--- config.mk ---
export PLATFORM = sky130hd
export DESIGN_NAME = nkp_ports
export DESIGN_NICKNAME = d
export VERILOG_FILES = /design/src/nkp_pkg.sv /design/src/nkp_ports.sv /design/src/nkp_sync.sv
export SDC_FILE = /design/constraint.sdc
export NUM_CORES = 1
export LEC_CHECK = 0
export BUFFER_PORTS_ARGS = -buffer_cell sky130_fd_sc_hd__buf_2
export CAP_MARGIN = 20
export CORE_MARGIN = 3
export CORE_UTILIZATION = 40
export DETAILED_ROUTE_END_ITERATION = 10
export GPL_TIMING_DRIVEN = 0
export PLACE_DENSITY = 0.74
export SLEW_MARGIN = 20
export SYNTH_ARGS = -nofsm -noshare
export SYNTH_HDL_FRONTEND = slang
export SYNTH_SLANG_ARGS = --single-unit
--- constraint.sdc ---
create_clock -name sys_clk -period 1.3 [get_ports sys_clk]
set_clock_uncertainty 0.2 [all_clocks]
set_input_delay 0.065 -clock sys_clk [delete_from_list [all_inputs] [get_ports sys_clk]]
set_output_delay 0.065 -clock sys_clk [all_outputs]
set_load 0.1 [all_outputs]
--- src/nkp_pkg.sv ---
// Constants for the nibble port block
// How it works
// Reading address 70h returns live key return port A pins; input only.
// Reading address 71h returns live key return port B pins; input only.
// In standby, any low key return pin releases standby at once; here standby_wake follows two clocks later, after the synchronisers.
// Port C at 72h: write loads open-drain latch, read returns latch.
// Port D at 73h: write loads open-drain latch, read returns latch.
// In standby, ports C and D drive all pins low regardless of latch.
// Each port E pin direction comes from its bit at register 27h.
// Port E read at 6Fh: latch for output bits, pin for input bits.
// Port E pull-ups per bit from 17h; kept even in output mode.
// After reset all port E pins are inputs.
// Any edge on the interrupt pin sets flag bit 0 at 3Eh.
// Level flag bit 0 at 0Fh mirrors the interrupt pin level.
// Switching a port E bit to output drives its latch at once.
// Software clears the pull-up bit to remove pull-up in output mode.
// Port E data writes update the latch for every bit.
// Interrupt pin synchronised before edge detection; input-only writes ignored.
`default_nettype none
package nkp_pkg;
    localparam logic [7:0] NKP_ADDR_PULLUP = 8'h17;
    localparam logic [7:0] NKP_ADDR_DIR    = 8'h27;
    localparam logic [7:0] NKP_ADDR_IRQF   = 8'h3e;
    localparam logic [7:0] NKP_ADDR_LEVEL  = 8'h0f;
    localparam logic [7:0] NKP_ADDR_PORTE  = 8'h6f;
    localparam logic [7:0] NKP_ADDR_RETA   = 8'h70;
    localparam logic [7:0] NKP_ADDR_RETB   = 8'h71;
    localparam logic [7:0] NKP_ADDR_SRCC   = 8'h72;
    localparam logic [7:0] NKP_ADDR_SRCD   = 8'h73;
    localparam logic [3:0] NKP_RST_NIBBLE  = 4'h0;
    localparam logic [3:0] NKP_ALL_INPUT   = 4'h0;
    localparam int         NKP_FLAG_BIT    = 0;
    // Clocks after reset before the edge detector trusts the pin
    localparam logic [1:0] NKP_ARM_CYCLES  = 2'h3;
endpackage
`default_nettype wire

--- src/nkp_ports.sv ---
// Key return, key source, bit I/O and external interrupt ports
`timescale 1ns/100ps
`default_nettype none
module nkp_ports
    import nkp_pkg::*;
#(
    parameter int NW = 4
)(
    input  wire logic          sys_clk,
    input  wire logic          nrst,
    // Data memory side (port registers)
    input  wire logic [7:0]    mem_addr,
    input  wire logic          mem_wr,
    input  wire logic [NW-1:0] mem_wdata,
    output logic      [NW-1:0] mem_rdata,
    // Register file side
    input  wire logic [7:0]    rf_addr,
    input  wire logic          regfile_write_op,
    input  wire logic [NW-1:0] rf_wdata,
    output logic      [NW-1:0] rf_rdata,
    input  wire logic          irq_flag_clr,
    // Standby control
    input  wire logic          standby,
    output logic               standby_wake,
    // Pins
    input  wire logic [NW-1:0] key_return_a_pin,
    input  wire logic [NW-1:0] key_return_b_pin,
    output logic      [NW-1:0] key_source_c_oe,
    output logic      [NW-1:0] key_source_d_oe,
    input  wire logic [NW-1:0] bitio_pin_in,
    output logic      [NW-1:0] bitio_pin_out,
    output logic      [NW-1:0] bitio_pin_oe,
    output logic      [NW-1:0] bitio_pullup_en,
    input  wire logic          ext_int_pin,
    output logic               ext_irq_flag
);
    if (NW != 4)
    begin : g_nw_check
        $error("nkp_ports: NW must be 4");
    end

    // ----------------------------------------
    // Pin synchronisers
    // ----------------------------------------
    logic [NW-1:0] ret_a_s;
    logic [NW-1:0] ret_b_s;
    logic [NW-1:0] bitio_s;
    logic [0:0]    int_s;

    nkp_sync #(.WIDTH(NW)) u_sync_a (
        .sys_clk (sys_clk),
        .nrst    (nrst),
        .d       (key_return_a_pin),
        .q       (ret_a_s)
    );
    nkp_sync #(.WIDTH(NW)) u_sync_b (
        .sys_clk (sys_clk),
        .nrst    (nrst),
        .d       (key_return_b_pin),
        .q       (ret_b_s)
    );
    nkp_sync #(.WIDTH(NW)) u_sync_e (
        .sys_clk (sys_clk),
        .nrst    (nrst),
        .d       (bitio_pin_in),
        .q       (bitio_s)
    );
    nkp_sync #(.WIDTH(1)) u_sync_int (
        .sys_clk (sys_clk),
        .nrst    (nrst),
        .d       (ext_int_pin),
        .q       (int_s)
    );

    // ----------------------------------------
    // Registers
    // ----------------------------------------
    logic [NW-1:0] key_source_c_latch_ff;
    logic [NW-1:0] key_source_d_latch_ff;
    logic [NW-1:0] bitio_port_data_ff;
    logic [NW-1:0] bitio_direction_select_ff;
    logic [NW-1:0] bitio_pullup_select_ff;
    logic          int_prev_ff;
    logic          irq_flag_ff;

    function automatic logic hit(input logic [7:0] a, input logic [7:0] ref_a);
        hit = (a == ref_a);
    endfunction

    // Ports A and B have no write path at all
    always_ff @(posedge sys_clk or negedge nrst)
    begin
        if (!nrst)
        begin
            key_source_c_latch_ff <= NKP_RST_NIBBLE;
            key_source_d_latch_ff <= NKP_RST_NIBBLE;
            bitio_port_data_ff    <= NKP_RST_NIBBLE;
        end
        else if (mem_wr)
        begin
            if (hit(mem_addr, NKP_ADDR_SRCC))
                key_source_c_latch_ff <= mem_wdata;
            if (hit(mem_addr, NKP_ADDR_SRCD))
                key_source_d_latch_ff <= mem_wdata;
            if (hit(mem_addr, NKP_ADDR_PORTE))
                bitio_port_data_ff <= mem_wdata;
        end
    end

    always_ff @(posedge sys_clk or negedge nrst)
    begin
        if (!nrst)
        begin
            bitio_direction_select_ff <= NKP_ALL_INPUT;
            bitio_pullup_select_ff    <= NKP_RST_NIBBLE;
        end
        else if (regfile_write_op)
        begin
            if (hit(rf_addr, NKP_ADDR_DIR))
                bitio_direction_select_ff <= rf_wdata;
            if (hit(rf_addr, NKP_ADDR_PULLUP))
                bitio_pullup_select_ff <= rf_wdata;
        end
    end

    // Sync flops reset high, so an idle-low pin would fake an edge;
    // detection waits until the real pin value has reached int_prev_ff
    logic [1:0] arm_cnt_ff;
    logic       edge_armed;

    always_ff @(posedge sys_clk or negedge nrst)
    begin
        if (!nrst)
            arm_cnt_ff <= 2'h0;
        else if (arm_cnt_ff != NKP_ARM_CYCLES)
            arm_cnt_ff <= 2'(arm_cnt_ff + 2'h1);
    end

    assign edge_armed = (arm_cnt_ff == NKP_ARM_CYCLES);

    // Edge flag: a new edge wins over a clear in the same cycle
    logic int_edge;
    assign int_edge = edge_armed & (int_s[0] ^ int_prev_ff);

    always_ff @(posedge sys_clk or negedge nrst)
    begin
        if (!nrst)
        begin
            int_prev_ff <= 1'b1;
            irq_flag_ff <= 1'b0;
        end
        else
        begin
            int_prev_ff <= int_s[0];
            if (int_edge)
                irq_flag_ff <= 1'b1;
            else if (irq_flag_clr)
                irq_flag_ff <= 1'b0;
        end
    end

    // ----------------------------------------
    // Read paths
    // ----------------------------------------
    logic [NW-1:0] porte_view;
    assign porte_view = (bitio_direction_select_ff & bitio_port_data_ff)
                      | (~bitio_direction_select_ff & bitio_s);

    always_comb
    begin
        mem_rdata = '0;
        case (mem_addr)
            NKP_ADDR_RETA:  mem_rdata = ret_a_s;
            NKP_ADDR_RETB:  mem_rdata = ret_b_s;
            NKP_ADDR_SRCC:  mem_rdata = key_source_c_latch_ff;
            NKP_ADDR_SRCD:  mem_rdata = key_source_d_latch_ff;
            NKP_ADDR_PORTE: mem_rdata = porte_view;
            default:        mem_rdata = '0;
        endcase
    end

    always_comb
    begin
        rf_rdata = '0;
        case (rf_addr)
            NKP_ADDR_DIR:    rf_rdata = bitio_direction_select_ff;
            NKP_ADDR_PULLUP: rf_rdata = bitio_pullup_select_ff;
            NKP_ADDR_IRQF:   rf_rdata[NKP_FLAG_BIT] = irq_flag_ff;
            NKP_ADDR_LEVEL:  rf_rdata[NKP_FLAG_BIT] = int_s[0];
            default:         rf_rdata = '0;
        endcase
    end

    // ----------------------------------------
    // Pin drive
    // ----------------------------------------
    // Open drain: enable pulls low; standby forces every pin low
    function automatic logic [NW-1:0] od_enable(input logic          sleep,
                                                input logic [NW-1:0] latch);
        od_enable = sleep ? '1 : ~latch;
    endfunction

    assign key_source_c_oe = od_enable(standby, key_source_c_latch_ff);
    assign key_source_d_oe = od_enable(standby, key_source_d_latch_ff);
    // Direction acts combinationally so the latch appears the same cycle
    assign bitio_pin_oe    = bitio_direction_select_ff;
    assign bitio_pin_out   = bitio_port_data_ff;
    // Pull-up not gated by direction; software removes it itself
    assign bitio_pullup_en = bitio_pullup_select_ff;
    // Synchronised pins: wake lags a key press by two clocks
    // Limitation: sys_clk must keep running during standby
    assign standby_wake    = standby & ~(&{ret_a_s, ret_b_s});
    assign ext_irq_flag    = irq_flag_ff;
endmodule
`default_nettype wire

--- src/nkp_sync.sv ---
// Two-flop synchroniser for pin inputs
`timescale 1ns/100ps
`default_nettype none
module nkp_sync
    import nkp_pkg::*;
#(
    parameter int WIDTH = 4
)(
    input  wire logic             sys_clk,
    input  wire logic             nrst,
    input  wire logic [WIDTH-1:0] d,
    output logic      [WIDTH-1:0] q
);
    logic [WIDTH-1:0] meta_ff;
    logic [WIDTH-1:0] q_ff;

    if (WIDTH < 1)
    begin : g_width_check
        $error("nkp_sync: WIDTH must be positive");
    end

    // Reset to high: idle pins sit pulled up
    always_ff @(posedge sys_clk or negedge nrst)
    begin
        if (!nrst)
        begin
            meta_ff <= '1;
            q_ff    <= '1;
        end
        else
        begin
            meta_ff <= d;
            q_ff    <= meta_ff;
        end
    end

    assign q = q_ff;
endmodule
`default_nettype wire

**Word-level counts from Yosys, hierarchy flattened**

Cells that the tools add are included.
Widths: inputs -> output; s select.

- $add $sub $neg: 1
- Multipliers: 0
- Divide/modulo/power cells: 0
- Magnitude comparators: 0
- Eq/ne operators: 11
- Shift operators: 0
- Mux-type cells: 7
- Bitwise logic cells: 10
- Reduce and logical (&&, ||, !) cells: 7

Operators with widths:

| cell | number |
|---|---|
| $eq 8x7->1 const B | 5 |
| $pmux 4 s5 | 1 |
| $eq 8x6->1 const B | 2 |
| $not 4->4 | 3 |
| $reduce_and 2->1 | 5 |
| $and 4x4->4 | 2 |
| $eq 8x4->1 const B | 1 |
| $eq 8x5->1 const B | 1 |
| $mux 4 | 2 |
| $reduce_and 8->1 | 1 |
| $pmux 3 s2 | 1 |
| $or 4x4->4 | 1 |
| $pmux 1 s4 | 1 |
| $add 2x1->2 const B | 1 |
| $and 1x1->1 | 2 |
| $eq 2x2->1 const B | 1 |
| $mux 1 | 2 |
| $ne 2x2->1 const B | 1 |
| $reduce_bool 2->1 | 1 |
| $not 1->1 | 1 |
| $xor 1x1->1 | 1 |

- Register bits: 50
- Latch bits: 0
- RAM bits: 0
- ROM bits: 0
- Output and inout bits: 30
- Logic and storage cells: 52
- Memories: 0

**Longest topological paths before layout**

Gate-level depths: netlist of the first run.

- Word-level depth: 4
- Depth in mapped cells: 5
- Mapped depth without buffers: 3

**Modules after synthesis**

From an unflattened synthesis of the first run, not the netlist that was laid out.

- Cell total of the unflattened synthesis: 137
- Area total of the unflattened synthesis: 2,098.3 µm²

Modules (own cells, without submodules):

| module | instances | cells an instance | area each (µm²) | seq. area each (µm²) |
|---|---|---|---|---|
| nkp_ports | 1 | 111 | 1,415.1 | 601.8 |
| nkp_sync at u_sync_a ... | 3 | 8 | 210.2 | 210.2 |
| nkp_sync at u_sync_int | 1 | 2 | 52.6 | 52.6 |

**Worst setup path before layout of the first run**

Ideal clock, no wire load.

- Path kind: register to output
- Start point: reg bitio_direction_select_ff[0], in the netlist bitio_pin_oe[0]
- End point: out rf_rdata[0]
- Arrival: 2.734 ns
- Required time: 1.035 ns
- Slack: -1.699 ns
- Cell stages (with the launch flop): 4
- Path buffers: 0
- Cells stage by stage: dfrtp_1 > and3b_1 > o21ai_1 > a21boi_1

- Cells in the longest elaborated chain, start to end: 1

Ends and longest elaborated chain:

| what | line | source |
|---|---|---|
| start: declaration | nkp_ports.sv:81 | `logic [NW-1:0] bitio_direction_select_ff;` |
| start signal: assignment | nkp_ports.sv:120 | `bitio_direction_select_ff <= rf_wdata;` |
| $pmux 1 s4 | nkp_ports.sv:185 | `case (rf_addr)` |
| end: declaration | nkp_ports.sv:20 | `output logic [NW-1:0] rf_rdata,` |

No other way between the ends.

**Final worst setup path of the first run**

- Start point: reg key_source_d_latch_ff[2]
- End point: out mem_rdata[2]

- Cells in the longest elaborated chain, start to end: 1

Ends and longest elaborated chain:

| what | line | source |
|---|---|---|
| start: declaration | nkp_ports.sv:79 | `logic [NW-1:0] key_source_d_latch_ff;` |
| start signal: assignment | nkp_ports.sv:104 | `key_source_d_latch_ff <= mem_wdata;` |
| $pmux 4 s5 | nkp_ports.sv:172 | `case (mem_addr)` |
| end: declaration | nkp_ports.sv:15 | `output logic [NW-1:0] mem_rdata,` |

No other way between the ends.

==> metrics.md, run 1 <==
| Metric | Value |
|---|---|
| Result of the run | `finished, violations left` |
| Violated checks | `setup timing` |
| Net total in the final layout | `296` |
| R2R Path Start | `arm_cnt_ff[0]` |
| DR WL met3 | `306 µm` |
| Total of buffers placed on input and output ports | `71` |
| Post-Synthesis Cell Area | `2060 µm²` |
| Max Buffers Root-to-Sink | `2` |
| Least setup slack across all paths after layout | `-0.496 ns` |
| Highest metal layer with signal wires | `met4` |
| Number of global-route vias before repair | `1716` |
| Number of pins exceeding their max-slew limit in the final report | `0` |
| Antenna violations before repair | `0` |
| Data arrival time of the worst path | `1.53 ns` |
| Tightest slew margin relative to the limit | `59.5%` |
| Hold Crit Depth | `3` |
| Hold_sp | `regfile_write_op` |
| Core Area | `4850 µm²` |
| Die area | `6050 µm²` |
| Required @ worst endpoint | `1.03 ns` |
| Routed wl met2 | `slightly below 3000 µm` |
| Insertion delay of the later-clocked pin in the worst-skew pair | `about 0.30 ns` |
| Width of the chip | `between 70 and 80 µm` |
| Pin count of the biggest net entering global routing | `51` |
| Post-synth top area cell | `sky130_fd_sc_hd__dfstp_2` |
| Setup TNS Final | `-4.49 ns` |
| Proportion of layout cells with a drive suffix above 1 | `70.4%` |
| Peak supply drop | `approximately 750 µV` |
| Dominant synthesized flop cell | `sky130_fd_sc_hd__dfstp_2` |
| Number of clock buffers inserted by TritonCTS | `5` |
| Total Wirelength | `5290 µm` |
| Hold Path End | `bitio_pullup_en[2]` |
| Pin slew with the least headroom to its limit | `0.607 ns` |
| Num rows | `25` |
| Share of the clock period used by the worst path after layout | `138%` |
| Final routed wire length divided by cell count | `16.5 µm` |
| Maximum fanout along the worst path | `2` |
| Number of enable-type register cells in the synthesized netlist | `0` |
| Maximum clock frequency | `557 MHz` |
| Pwr Total | `3.36 mW` |
| Post-synth top cells | `sky130_fd_sc_hd__dfstp_2, sky130_fd_sc_hd__dfrtp_1, sky130_fd_sc_hd__mux2_1, sky130_fd_sc_hd__nand2b_1` |
| Register bit total from synthesis | `50` |
| Critical Path Start | `key_source_d_latch_ff[2]` |
| Placement-stage worst setup slack | `-0.516 ns` |
| Power Dens Cells | `932 nW/µm²` |
| Wl on met1 | `roughly 2000 µm` |
| Clock tree from TritonCTS | `yes` |
| Wire length of the first global-routing pass | `8400 µm` |
| Remaining antenna violation count | `0` |
| Critical path's largest stage delay | `0.49 ns` |
| Worst-case reg-to-reg path depth | `2` |
| Most used standard cell by instance count after synthesis | `sky130_fd_sc_hd__dfstp_2` |
| Kind of capture point of the worst setup path | `output pin` |
| Hold crit path type | `in2reg` |
| Classification of the worst setup path | `reg2out` |
| Area share of the largest cell type after synthesis | `34.4%` |
| Hold Violations, Final | `0` |
| Starting Density | `a little over two fifths` |
| Growth of design area from synthesis to finish | `74.9%` |
| Post-detailed-route via-to-cell ratio | `4.90` |
| Mapped Nets | `182` |
| Number of different library cells in the post-synthesis netlist | `35` |
| Number of max-cap violations | `0` |
| Total Routing Usage GR | `between 10% and 20%` |
| Final HPWL from detailed placement | `3150 µm` |
| Leakage power | `~1.6 nW` |
| Utilization after layout | `roughly three quarters` |
| Ant diodes | `0` |
| CTS clk-pin slew, worst paths | `0.09 ns` |
| Total number of H-tree levels | `2` |
| Placer congestion estimate | `around 0.76` |
| Initial DRC Count | `45` |
| Async S/R FF share, synth | `100%` |
| Number of clock sinks seen by CTS | `50` |
| Post-Syn Instances | `138` |
| Dominant cells by area after synthesis | `sky130_fd_sc_hd__dfstp_2, sky130_fd_sc_hd__dfrtp_1, sky130_fd_sc_hd__mux2_1, sky130_fd_sc_hd__mux4_2, sky130_fd_sc_hd__mux2_4` |
| Critical Path Source Type | `flip-flop` |
| Clk Tree Root Cell | `sky130_fd_sc_hd__clkbuf_8` |
| Global route total overflow | `0` |
| Critical path, cell by cell | `mux4_2, clkinv_2, o22ai_4, buf_12` |
| R2R Path End | `arm_cnt_ff[1]` |
| I/O Pins | `73` |
| Remaining DRCs | `0` |
| Final number of setup-violating endpoints | `24` |
| Number of detailed-routing iterations run before antenna repair | `3` |
| Register-to-register setup slack | `around 0.040 ns` |
| Unrepaired setup endpoints after global routing | `yes` |
| Sequential cell area fraction in the yosys report | `62.4%` |
| Synthesis Warnings | `0` |
| Avg Synthesized Cell Area | `roughly 15 µm²` |
| Cell with the largest stage delay on the worst path | `sky130_fd_sc_hd__mux4_2` |
| Vertical die dimension | `77.8 µm` |
| Routed via count | `~1600` |
| Clock period minus final worst setup slack | `~1.8 ns` |
[how the worst max path moves through the flow]
stage	endpoint	cells after the start
2_1_floorplan	rf_rdata[0]	3
3_3_place_gp	mem_rdata[3]	5
3_5_place_dp	mem_rdata[3]	5
4_1_cts	mem_rdata[0]	4
5_1_grt	mem_rdata[1]	4
6_report	mem_rdata[2]	4
[per-layer routing]
metal  vias up  GRT usage [%]
li1        719              -
met1       779           20.4
met2        63           31.8
met3         6           4.29
met4         0           6.94
met5         -              0
[power by group]
part / total (mW) / internal, mW / switching (mW)
registers: 1.73 / 1.68 / 0.0538
logic: 0.713 / 0.307 / 0.406
clock network: 0.917 / 0.430 / 0.487
total: 3.36 / 2.41 / 0.946
[layout by cell type (no fill, tap or decap), types with 2 or more instances in the layout]
cell / Yosys / final
sky130_fd_sc_hd__dfrtp_1: 23 / 10
sky130_fd_sc_hd__and4b_1: 2 / 2
sky130_fd_sc_hd__dlygate4sd3_1: 0 / 23
sky130_fd_sc_hd__and3b_1: 2 / 2
sky130_fd_sc_hd__mux2i_1: 4 / 4
sky130_fd_sc_hd__nor2_4: 0 / 3
sky130_fd_sc_hd__mux4_2: 4 / 4
sky130_fd_sc_hd__a22oi_2: 0 / 3
sky130_fd_sc_hd__buf_4: 1 / 7
sky130_fd_sc_hd__nand2b_4: 0 / 5
sky130_fd_sc_hd__mux2_4: 4 / 7
sky130_fd_sc_hd__buf_6: 1 / 16
sky130_fd_sc_hd__buf_12: 0 / 22
sky130_fd_sc_hd__o21ai_2: 0 / 2
sky130_fd_sc_hd__nand4_1: 5 / 5
sky130_fd_sc_hd__nor2b_2: 0 / 2
sky130_fd_sc_hd__dfrtp_4: 0 / 13
sky130_fd_sc_hd__mux2_1: 16 / 13
sky130_fd_sc_hd__o22ai_4: 0 / 4
sky130_fd_sc_hd__buf_8: 0 / 2
sky130_fd_sc_hd__buf_2: 0 / 39
sky130_fd_sc_hd__clkinv_2: 0 / 5
sky130_fd_sc_hd__nand2b_2: 0 / 3
sky130_fd_sc_hd__nor2b_1: 4 / 2
sky130_fd_sc_hd__nand2_1: 3 / 3
sky130_fd_sc_hd__dfstp_2: 27 / 27
sky130_fd_sc_hd__clkbuf_8: 0 / 6
[layout make-up]
| class | count | area (µm²) |
|---|---|---|
| buffer | 1 | 7.51 |
| clock buffer | 7 | 86.3 |
| clock inverter | 1 | 5.00 |
| fill | 303 | 1240 |
| inverter | 6 | 27.5 |
| multi-input combinational | 80 | 940 |
| sequential | 50 | 1330 |
| tap | 67 | 83.8 |
| timing repair buffer | 108 | 1120 |
[worst max-delay path, delay by kind of cell, from the launching register on]
| kind | cells | cell delay (ns) |
|---|---|---|
| muxes | 1 | 0.49 |
| DFF | 1 | 0.41 |
| buffers and inverters | 2 | 0.26 |
| AOI/OAI and AO/OA | 1 | 0.07 |
[metrics by stage]
| step | std cells | hold WS [ns] | instance area, µm² |
|---|---|---|---|
| final | 320 | 0.0445 | 3600 |
| after global routing | 320 | 0.0533 | 3600 |
| after CTS | 312 | -0.212 | 3400 |
| after detailed placement | 276 | -0.0288 | 2710 |
| after global placement | 276 | -0.0305 | 2710 |
| after floorplan | 138 | -0.431 | 2270 |
[kinds of logic (layout without fill, tap and decap cells)]
logic type      after synthesis  count (layout)  synth area share (%)
xor+xnor                      2               2                 0.850
buf+inv                       8             123                  2.00
mux                          29              29                  18.5
flops                        50              50                  62.4
fa+ha+maj                     1               1                 0.607
compound gates               12              12                  3.76
simple gates                 36              36                  11.9
[sequential cells by signal (all words and copies together) (netlist names)]
signal / flops
arm_cnt_ff: 2
bitio_pin_oe: 4
bitio_pin_out: 4
bitio_pullup_en: 4
ext_irq_flag: 1
int_prev_ff: 1
key_source_c_latch_ff: 4
key_source_d_latch_ff: 4
u_sync_a.meta_ff: 4
u_sync_a.q: 4
u_sync_b.meta_ff: 4
u_sync_b.q: 4
u_sync_e.meta_ff: 4
u_sync_e.q: 4
u_sync_int.meta_ff: 1
u_sync_int.q: 1
[repair_timing]
action                                 in CTS  in global routing
hold buffers                               22                  1
setup endpoints to repair                  35                 33
pin swaps                                  14                  8
gates resized for setup                    95                 33
setup buffers                               7                  7
endpoints found under the hold margin      57                 49
(Power assumes the default switching activity.)
==> inputs of run 2 (changes only) <==
--- a/config.mk
+++ b/config.mk
@@ -12,6 +12,7 @@
 export DETAILED_ROUTE_END_ITERATION = 10
 export GPL_TIMING_DRIVEN = 0
 export PLACE_DENSITY = 0.74
+export SETUP_SLACK_MARGIN = 0.05
 export SLEW_MARGIN = 20
 export SYNTH_ARGS = -nofsm -noshare
 export SYNTH_HDL_FRONTEND = slang
==> metrics.md, run 2 (synthesis results as in run 1) <==
| Metric | Value |
|---|---|
| Result of the run | `finished, violations left` |
| Violated checks | `setup timing` |
| Clock tree from TritonCTS | `yes` |
| Width of the chip | `77.8 µm (unchanged)` |
| Clk Tree Root Cell | `sky130_fd_sc_hd__clkbuf_8` |
| Maximum fanout along the worst path | `2 (unchanged)` |
| Classification of the worst setup path | `reg2out` |
| Leakage power | `1.69 nW (+8.2%)` |
| Proportion of layout cells with a drive suffix above 1 | `75.2% (+4.8 points)` |
| Total Wirelength | `6080 µm (+15%)` |
| Critical Path Source Type | `flip-flop` |
| Tightest slew margin relative to the limit | `59.2% (-0.30 points)` |
| Antenna violations before repair | `0 (unchanged)` |
| Switching power summed over all nets | `0.997 mW (+5.3%)` |
| Number of detailed-routing iterations run before antenna repair | `4 (+1)` |
| Starting Density | `42.5% (unchanged)` |
| Total number of H-tree levels | `2 (unchanged)` |
| Power Dens Cells | `899 nW/µm² (-3.6%)` |
| Core Area | `4850 µm² (unchanged)` |
| Number of clock sinks seen by CTS | `50 (unchanged)` |
| Setup TNS Final | `-5.08 ns (-0.591 ns)` |
| Placer congestion estimate | `0.756 (about the same)` |
| Required @ worst endpoint | `1.03 ns (about the same)` |
| Number of clock buffers inserted by TritonCTS | `5 (unchanged)` |
| Total Routing Usage GR | `19.4% (+1.5 points)` |
| Routed via count | `1657 (+5.7%)` |
| Kind of cell with the highest combined delay on the critical path | `multiplexers` |
| Number of max-cap violations | `0 (unchanged)` |
| Remaining DRCs | `0 (unchanged)` |
| Final number of setup-violating endpoints | `28 (+17%)` |
| Grt peak-use layer | `met2` |
| Insertion delay of the later-clocked pin in the worst-skew pair | `0.30 ns (about the same)` |
| Peak supply drop | `798 µV (+6.2%)` |
| Final routed wire length divided by cell count | `18.3 µm (+10%)` |
| Most frequent cells in the layout | `sky130_fd_sc_hd__buf_2, sky130_fd_sc_hd__buf_12, sky130_fd_sc_hd__dfstp_2, sky130_fd_sc_hd__dlygate4sd3_1, sky130_fd_sc_hd__mux2_4` |
| Data arrival time of the worst path | `1.55 ns (+0.02 ns)` |
| Pin slew with the least headroom to its limit | `0.612 ns (+0.00450 ns)` |
| Hold crit path type | `in2reg` |
| Post-detailed-route via-to-cell ratio | `4.98 (+1.6%)` |
| Maximum clock frequency | `551 MHz (-1.1%)` |
| Vertical die dimension | `77.8 µm (unchanged)` |
| Met3 usage in global routing | `5.68% (+1.4 points)` |
| Portion of total power attributed to the clock network | `27.0% (-0.3 points)` |
| Met2 global-route usage | `34.3% (+2.5 points)` |
| Critical path's largest stage delay | `0.51 ns (+0.02 ns)` |
| Num rows | `25 (unchanged)` |
| Final HPWL from detailed placement | `3260 µm (+3.4%)` |
| Cell with the largest stage delay on the worst path | `sky130_fd_sc_hd__mux4_2` |
| Kind of capture point of the worst setup path | `output pin` |
| Max Buffers Root-to-Sink | `2 (unchanged)` |
| Net total in the final layout | `309 (+4.4%)` |
| Wire length of the first global-routing pass | `8970 µm (+6.8%)` |
| I/O Pins | `73 (unchanged)` |
| Global routing met1 resource utilization | `22.4% (+1.9 points)` |
| Combinational cell fraction of total power | `23.0% (+1.8 points)` |
| CTS clk-pin slew, worst paths | `0.09 ns (about the same)` |
| Global route total overflow | `0 (unchanged)` |
| Pin count of the biggest net entering global routing | `51 (unchanged)` |
| Share of the clock period used by the worst path after layout | `140% (+1.5 points)` |
| Number of global-route vias before repair | `1713 (-0.17%)` |
| Sw frac | `28.7% (+0.54 points)` |
| Most common cell after layout, fill and taps aside | `sky130_fd_sc_hd__buf_2` |
| Clock period minus final worst setup slack | `1.82 ns (+0.0193 ns)` |
| Number of pins exceeding their max-slew limit in the final report | `0 (unchanged)` |
| Die area | `6050 µm² (unchanged)` |
| Total of buffers placed on input and output ports | `71 (unchanged)` |
| Unrepaired setup endpoints after global routing | `yes` |
| Hold Violations, Final | `0 (unchanged)` |
| Initial DRC Count | `62 (+38%)` |
| Critical path, cell by cell | `mux4_2, inv_4, o22ai_4, buf_12` |
| Ant diodes | `0 (unchanged)` |
| Worst hold slack after final layout | `0.0526 ns (+0.00809 ns)` |
| Flop pwr share | `50.1% (-1.4 points)` |
| Filler Cell Count | `259 (-15%)` |
| Remaining antenna violation count | `0 (unchanged)` |
| Worst path buffer plus inverter count | `2 (unchanged)` |
| Internal Dissipation | `2.48 mW (+2.5%)` |
| Least setup slack across all paths after layout | `-0.516 ns (-0.0193 ns)` |
| Growth of design area from synthesis to finish | `87.4%` |
==> run 2: layout make-up <==
| class | count | area (µm²) | share of cell area [%] |
|---|---|---|---|
| well taps | 67 | 83.8 | 2.17 |
| clock buffers | 6 | 82.6 | 2.14 |
| flip-flops and latches | 50 | 1330 | 34.5 |
| inverters | 6 | 28.8 | 0.745 |
| repair buffers | 120 | 1290 | 33.4 |
| multi-input cells | 80 | 998 | 25.9 |
| clock inverters | 2 | 12.5 | 0.324 |
| plain buffers | 2 | 31.3 | 0.810 |
==> run 2: timing repair <==
action | in CTS | in global routing
resized for setup | 130 | 20
hold buffers | 22 | 1
endpoints found under the hold margin | 57 | 43
setup buffers | 6 | 20
pin swaps | 13 | 16
setup endpoints to repair | 35 | 48
==> run 2: worst paths after layout <==
| path | start | to | slack [ns] | cells after the start |
|---|---|---|---|---|
| setup / recovery | key_source_d_latch_ff[0] | mem_rdata[0] | -0.52 | 4 |
| hold / removal | regfile_write_op | bitio_pullup_en[3] | 0.05 | 4 |
| setup reg to reg | arm_cnt_ff[0] | arm_cnt_ff[1] | 0.07 | 2 |
| hold reg to reg | u_sync_a.meta_ff[3] | u_sync_a.q[3] | 0.15 | 0 |
| max in group asynchronous | nrst | ext_irq_flag | 0.30 | 2 |
| min in group asynchronous | nrst | key_source_c_latch_ff[1] | 0.13 | 2 |
==> run 2: layer usage <==
metal / vias up / share of wire, %
met4: 0 / 2.3
met3: 14 / 7.4
met2: 88 / 54
met1: 806 / 37
met5: - / 0
li1: 749 / -
==> run 2: per-stage QoR <==
stage          utilization, %  worst slack (ns)  cell area [µm²]  instances  total power [mW]
2_1_floorplan               -            -0.465             2320        138              2.12
3_3_place_gp             57.0            -0.487             2760        276              2.28
3_5_place_dp             57.0            -0.506             2760        276              2.29
4_1_cts                  74.6            -0.525             3620        312              3.42
5_1_grt                  79.7            -0.576             3860        333              3.62
6_report                 79.7            -0.516             3860        333              3.47
==> run 2: power by group through the flow <==
stage	registers [mW]	clock network (mW)	logic [mW]
finish	1.74	0.936	0.797
global route	1.75	1.04	0.835
CTS	1.74	0.961	0.715
detailed placement	1.76	0	0.534
global placement	1.75	0	0.527
floorplan	1.90	0	0.218
==> run 2: tightest hold or removal path, stage by stage <==
cell,delay [ns]
sky130_fd_sc_hd__buf_2,0.11
sky130_fd_sc_hd__nand4_1,0.08
sky130_fd_sc_hd__buf_4,0.14
sky130_fd_sc_hd__mux2_1,0.13
==> inputs of run 3 (changes only) <==
--- a/config.mk
+++ b/config.mk
@@ -12,6 +12,7 @@
 export DETAILED_ROUTE_END_ITERATION = 10
 export GPL_TIMING_DRIVEN = 0
 export PLACE_DENSITY = 0.74
+export RECOVER_POWER = 100
 export SETUP_SLACK_MARGIN = 0.05
 export SLEW_MARGIN = 20
 export SYNTH_ARGS = -nofsm -noshare
==> constraint.sdc (replaced) <==
create_clock -name sys_clk -period 1.3 [get_ports sys_clk]
set_clock_uncertainty 0.2 [all_clocks]
set_input_delay 0.065 -clock sys_clk [delete_from_list [all_inputs] [get_ports sys_clk]]
set_output_delay 0.065 -clock sys_clk [all_outputs]
set_load 0.01 [all_outputs]
==> metrics.md, run 3 (synthesis results as in run 1) <==
| Metric | Value |
|---|---|
| Result of the run | `finished, violations left` |
| Violated checks | `setup timing` |
| Power Dens Cells | `990 nW/µm² (+10%)` |
| Classification of the worst setup path | `reg2out` |
| Number of detailed-routing iterations run before antenna repair | `4 (unchanged)` |
| Core Area | `4850 µm² (unchanged)` |
| Global route total overflow | `0 (unchanged)` |
| Wire length of the first global-routing pass | `7620 µm (-15%)` |
| Most frequent cells in the layout | `sky130_fd_sc_hd__buf_2, sky130_fd_sc_hd__dfstp_2, sky130_fd_sc_hd__dfrtp_1, sky130_fd_sc_hd__dlygate4sd3_1` |
| Total of buffers placed on input and output ports | `71 (unchanged)` |
| Data arrival time of the worst path | `1.47 ns (-0.08 ns)` |
| Initial DRC Count | `54 (-13%)` |
| Kind of capture point of the worst setup path | `output pin` |
| Critical Path Source Type | `flip-flop` |
| Least setup slack across all paths after layout | `-0.437 ns (+0.0788 ns)` |
| Cell with the largest stage delay on the worst path | `sky130_fd_sc_hd__mux4_2` |
| Filler Cell Count | `360 (+39%)` |
| Remaining antenna violation count | `0 (unchanged)` |
| Total Routing Usage GR | `16.1% (-3.3 points)` |
| Cell area after layout | `3110 µm² (-19%)` |
| Maximum fanout along the worst path | `2 (unchanged)` |
| Routed via count | `1571 (-5.2%)` |
| Post-detailed-route via-to-cell ratio | `4.82 (-3.2%)` |
| Insertion delay of the later-clocked pin in the worst-skew pair | `0.31 ns (about the same)` |
| Inst Count DP | `276 (unchanged)` |
| Critical path's largest stage delay | `0.48 ns (-0.03 ns)` |
| Worst hold slack after final layout | `0.0230 ns (-0.0296 ns)` |
| Die area | `6050 µm² (unchanged)` |
| Final routed wire length divided by cell count | `15.2 µm (-17%)` |
| Global routing met1 resource utilization | `20.6% (-1.8 points)` |
| Placer congestion estimate | `0.742 (-1.9%)` |
| Width of the chip | `77.8 µm (unchanged)` |
| Total cell area at the placement stage | `2530 µm² (-8.4%)` |
| Clock period minus final worst setup slack | `1.74 ns (-0.0788 ns)` |
| Vertical die dimension | `77.8 µm (unchanged)` |
| Growth of design area from synthesis to finish | `51.1%` |
| Most common cell after layout, fill and taps aside | `sky130_fd_sc_hd__buf_2` |
| Pin slew with the least headroom to its limit | `0.641 ns (+0.0286 ns)` |
| Ant diodes | `0 (unchanged)` |
| Met3 usage in global routing | `4.06% (-1.6 points)` |
| Critical path, cell by cell | `mux4_2, clkinv_2, o22ai_2, buf_2` |
| Peak supply drop | `721 µV (-9.6%)` |
| Hold crit path type | `in2reg` |
| Max Buffers Root-to-Sink | `2 (unchanged)` |
| Number of global-route vias before repair | `1565 (-8.6%)` |
| Number of max-cap violations | `0 (unchanged)` |
| Starting Density | `42.5% (unchanged)` |
| Final HPWL from detailed placement | `3220 µm (-1.1%)` |
| Number of pins exceeding their max-slew limit in the final report | `0 (unchanged)` |
| Net total in the final layout | `302 (-2.3%)` |
| Number of clock sinks seen by CTS | `50 (unchanged)` |
| Remaining DRCs | `0 (unchanged)` |
| Non-filler instance count after layout | `326 (-2.1%)` |
| Antenna violations before repair | `0 (unchanged)` |
| Maximum clock frequency | `576 MHz (+4.5%)` |
| Num rows | `25 (unchanged)` |
| Total Wirelength | `4950 µm (-19%)` |
| Met2 global-route usage | `26.5% (-7.8 points)` |
| CTS clk-pin slew, worst paths | `0.09 ns (about the same)` |
| Proportion of layout cells with a drive suffix above 1 | `54.1% (-21 points)` |
| Grt peak-use layer | `met2` |
| Share of the clock period used by the worst path after layout | `134% (-6.1 points)` |
| Clock tree from TritonCTS | `yes` |
| Leakage power | `1.43 nW (-15%)` |
| Number of clock buffers inserted by TritonCTS | `5 (unchanged)` |
| Hold Violations, Final | `0 (unchanged)` |
| Required @ worst endpoint | `1.03 ns (about the same)` |
| Final number of setup-violating endpoints | `15 (-46%)` |
| I/O Pins | `73 (unchanged)` |
| Tightest slew margin relative to the limit | `57.3% (-1.9 points)` |
| Pin count of the biggest net entering global routing | `51 (unchanged)` |
| Clk Tree Root Cell | `sky130_fd_sc_hd__clkbuf_8` |
| Total number of H-tree levels | `2 (unchanged)` |
| Unrepaired setup endpoints after global routing | `yes` |
[run 3: cell count changes in the layout (fill, tap and decap cells not counted), sizes merged]
cell      previous run  this run
buf                 99        73
clkbuf               6        25
clkinv               5         7
clkinvlp             1         0
inv                  2         1
[run 3: area by class of cell]
type	instances	area [µm²]	share of cell area [%]
plain buffers	2	16.3	0.522
clock buffers	6	82.6	2.65
clock inverters	2	17.5	0.562
inverters	6	23.8	0.763
multi-input cells	80	831	26.7
flip-flops and latches	50	1280	41.3
well taps	67	83.8	2.69
repair buffers	113	774	24.9
[run 3: path summary, 6_finish.rpt]
check                                               from                        to  slack, ns  cells past startpoint
max in group asynchronous                           nrst          bitio_pin_out[3]       0.34                      2
worst max register to register  key_source_d_latch_ff[2]  key_source_d_latch_ff[2]          0                      4
worst max-delay path            key_source_d_latch_ff[2]              mem_rdata[2]      -0.44                      4
worst min register to register       u_sync_a.meta_ff[3]             u_sync_a.q[3]       0.16                      0
worst min-delay path                    regfile_write_op           bitio_pin_oe[2]       0.02                      3
min in group asynchronous                           nrst  key_source_d_latch_ff[3]       0.13                      2
[run 3: where the power goes]
group,switching [mW],internal [mW]
registers,0.0441,1.66
logic,0.170,0.229
clock network,0.539,0.439
[run 3: critical path, delay by kind of cell (launching register included)]
family                 cells  cell delay (ns)
multiplexers               1             0.48
flip-flops                 1             0.40
buffers and inverters      2             0.21
AO/OA/AOI/OAI              1             0.06
[run 3: per-layer routing]
layer | routed length, µm | vias to the layer above
li1 | - | 735
met1 | 2080 | 788
met2 | 2570 | 42
met3 | 224 | 6
met4 | 70 | 0
met5 | 0 | -
[run 3: stage by stage]
stage	total power [mW]	setup WS (ns)	util (%)	TNS [ns]
3_3_place_gp	2.01	-0.385	52.2	-4.90
5_1_grt	3.21	-0.484	64.2	-4.19
3_5_place_dp	2.01	-0.399	52.2	-5.30
2_1_floorplan	1.85	-0.253	-	-1.38
6_report	3.08	-0.437	64.2	-3.12
4_1_cts	3.06	-0.447	61.5	-2.90
[run 3: repair_timing]
action                     CTS  global route
setup endpoints to repair   18            29
hold buffers                22             1
hold endpoints to repair    57            50
resized for setup            8            24
setup buffers               12             9
pin swaps                    6             6
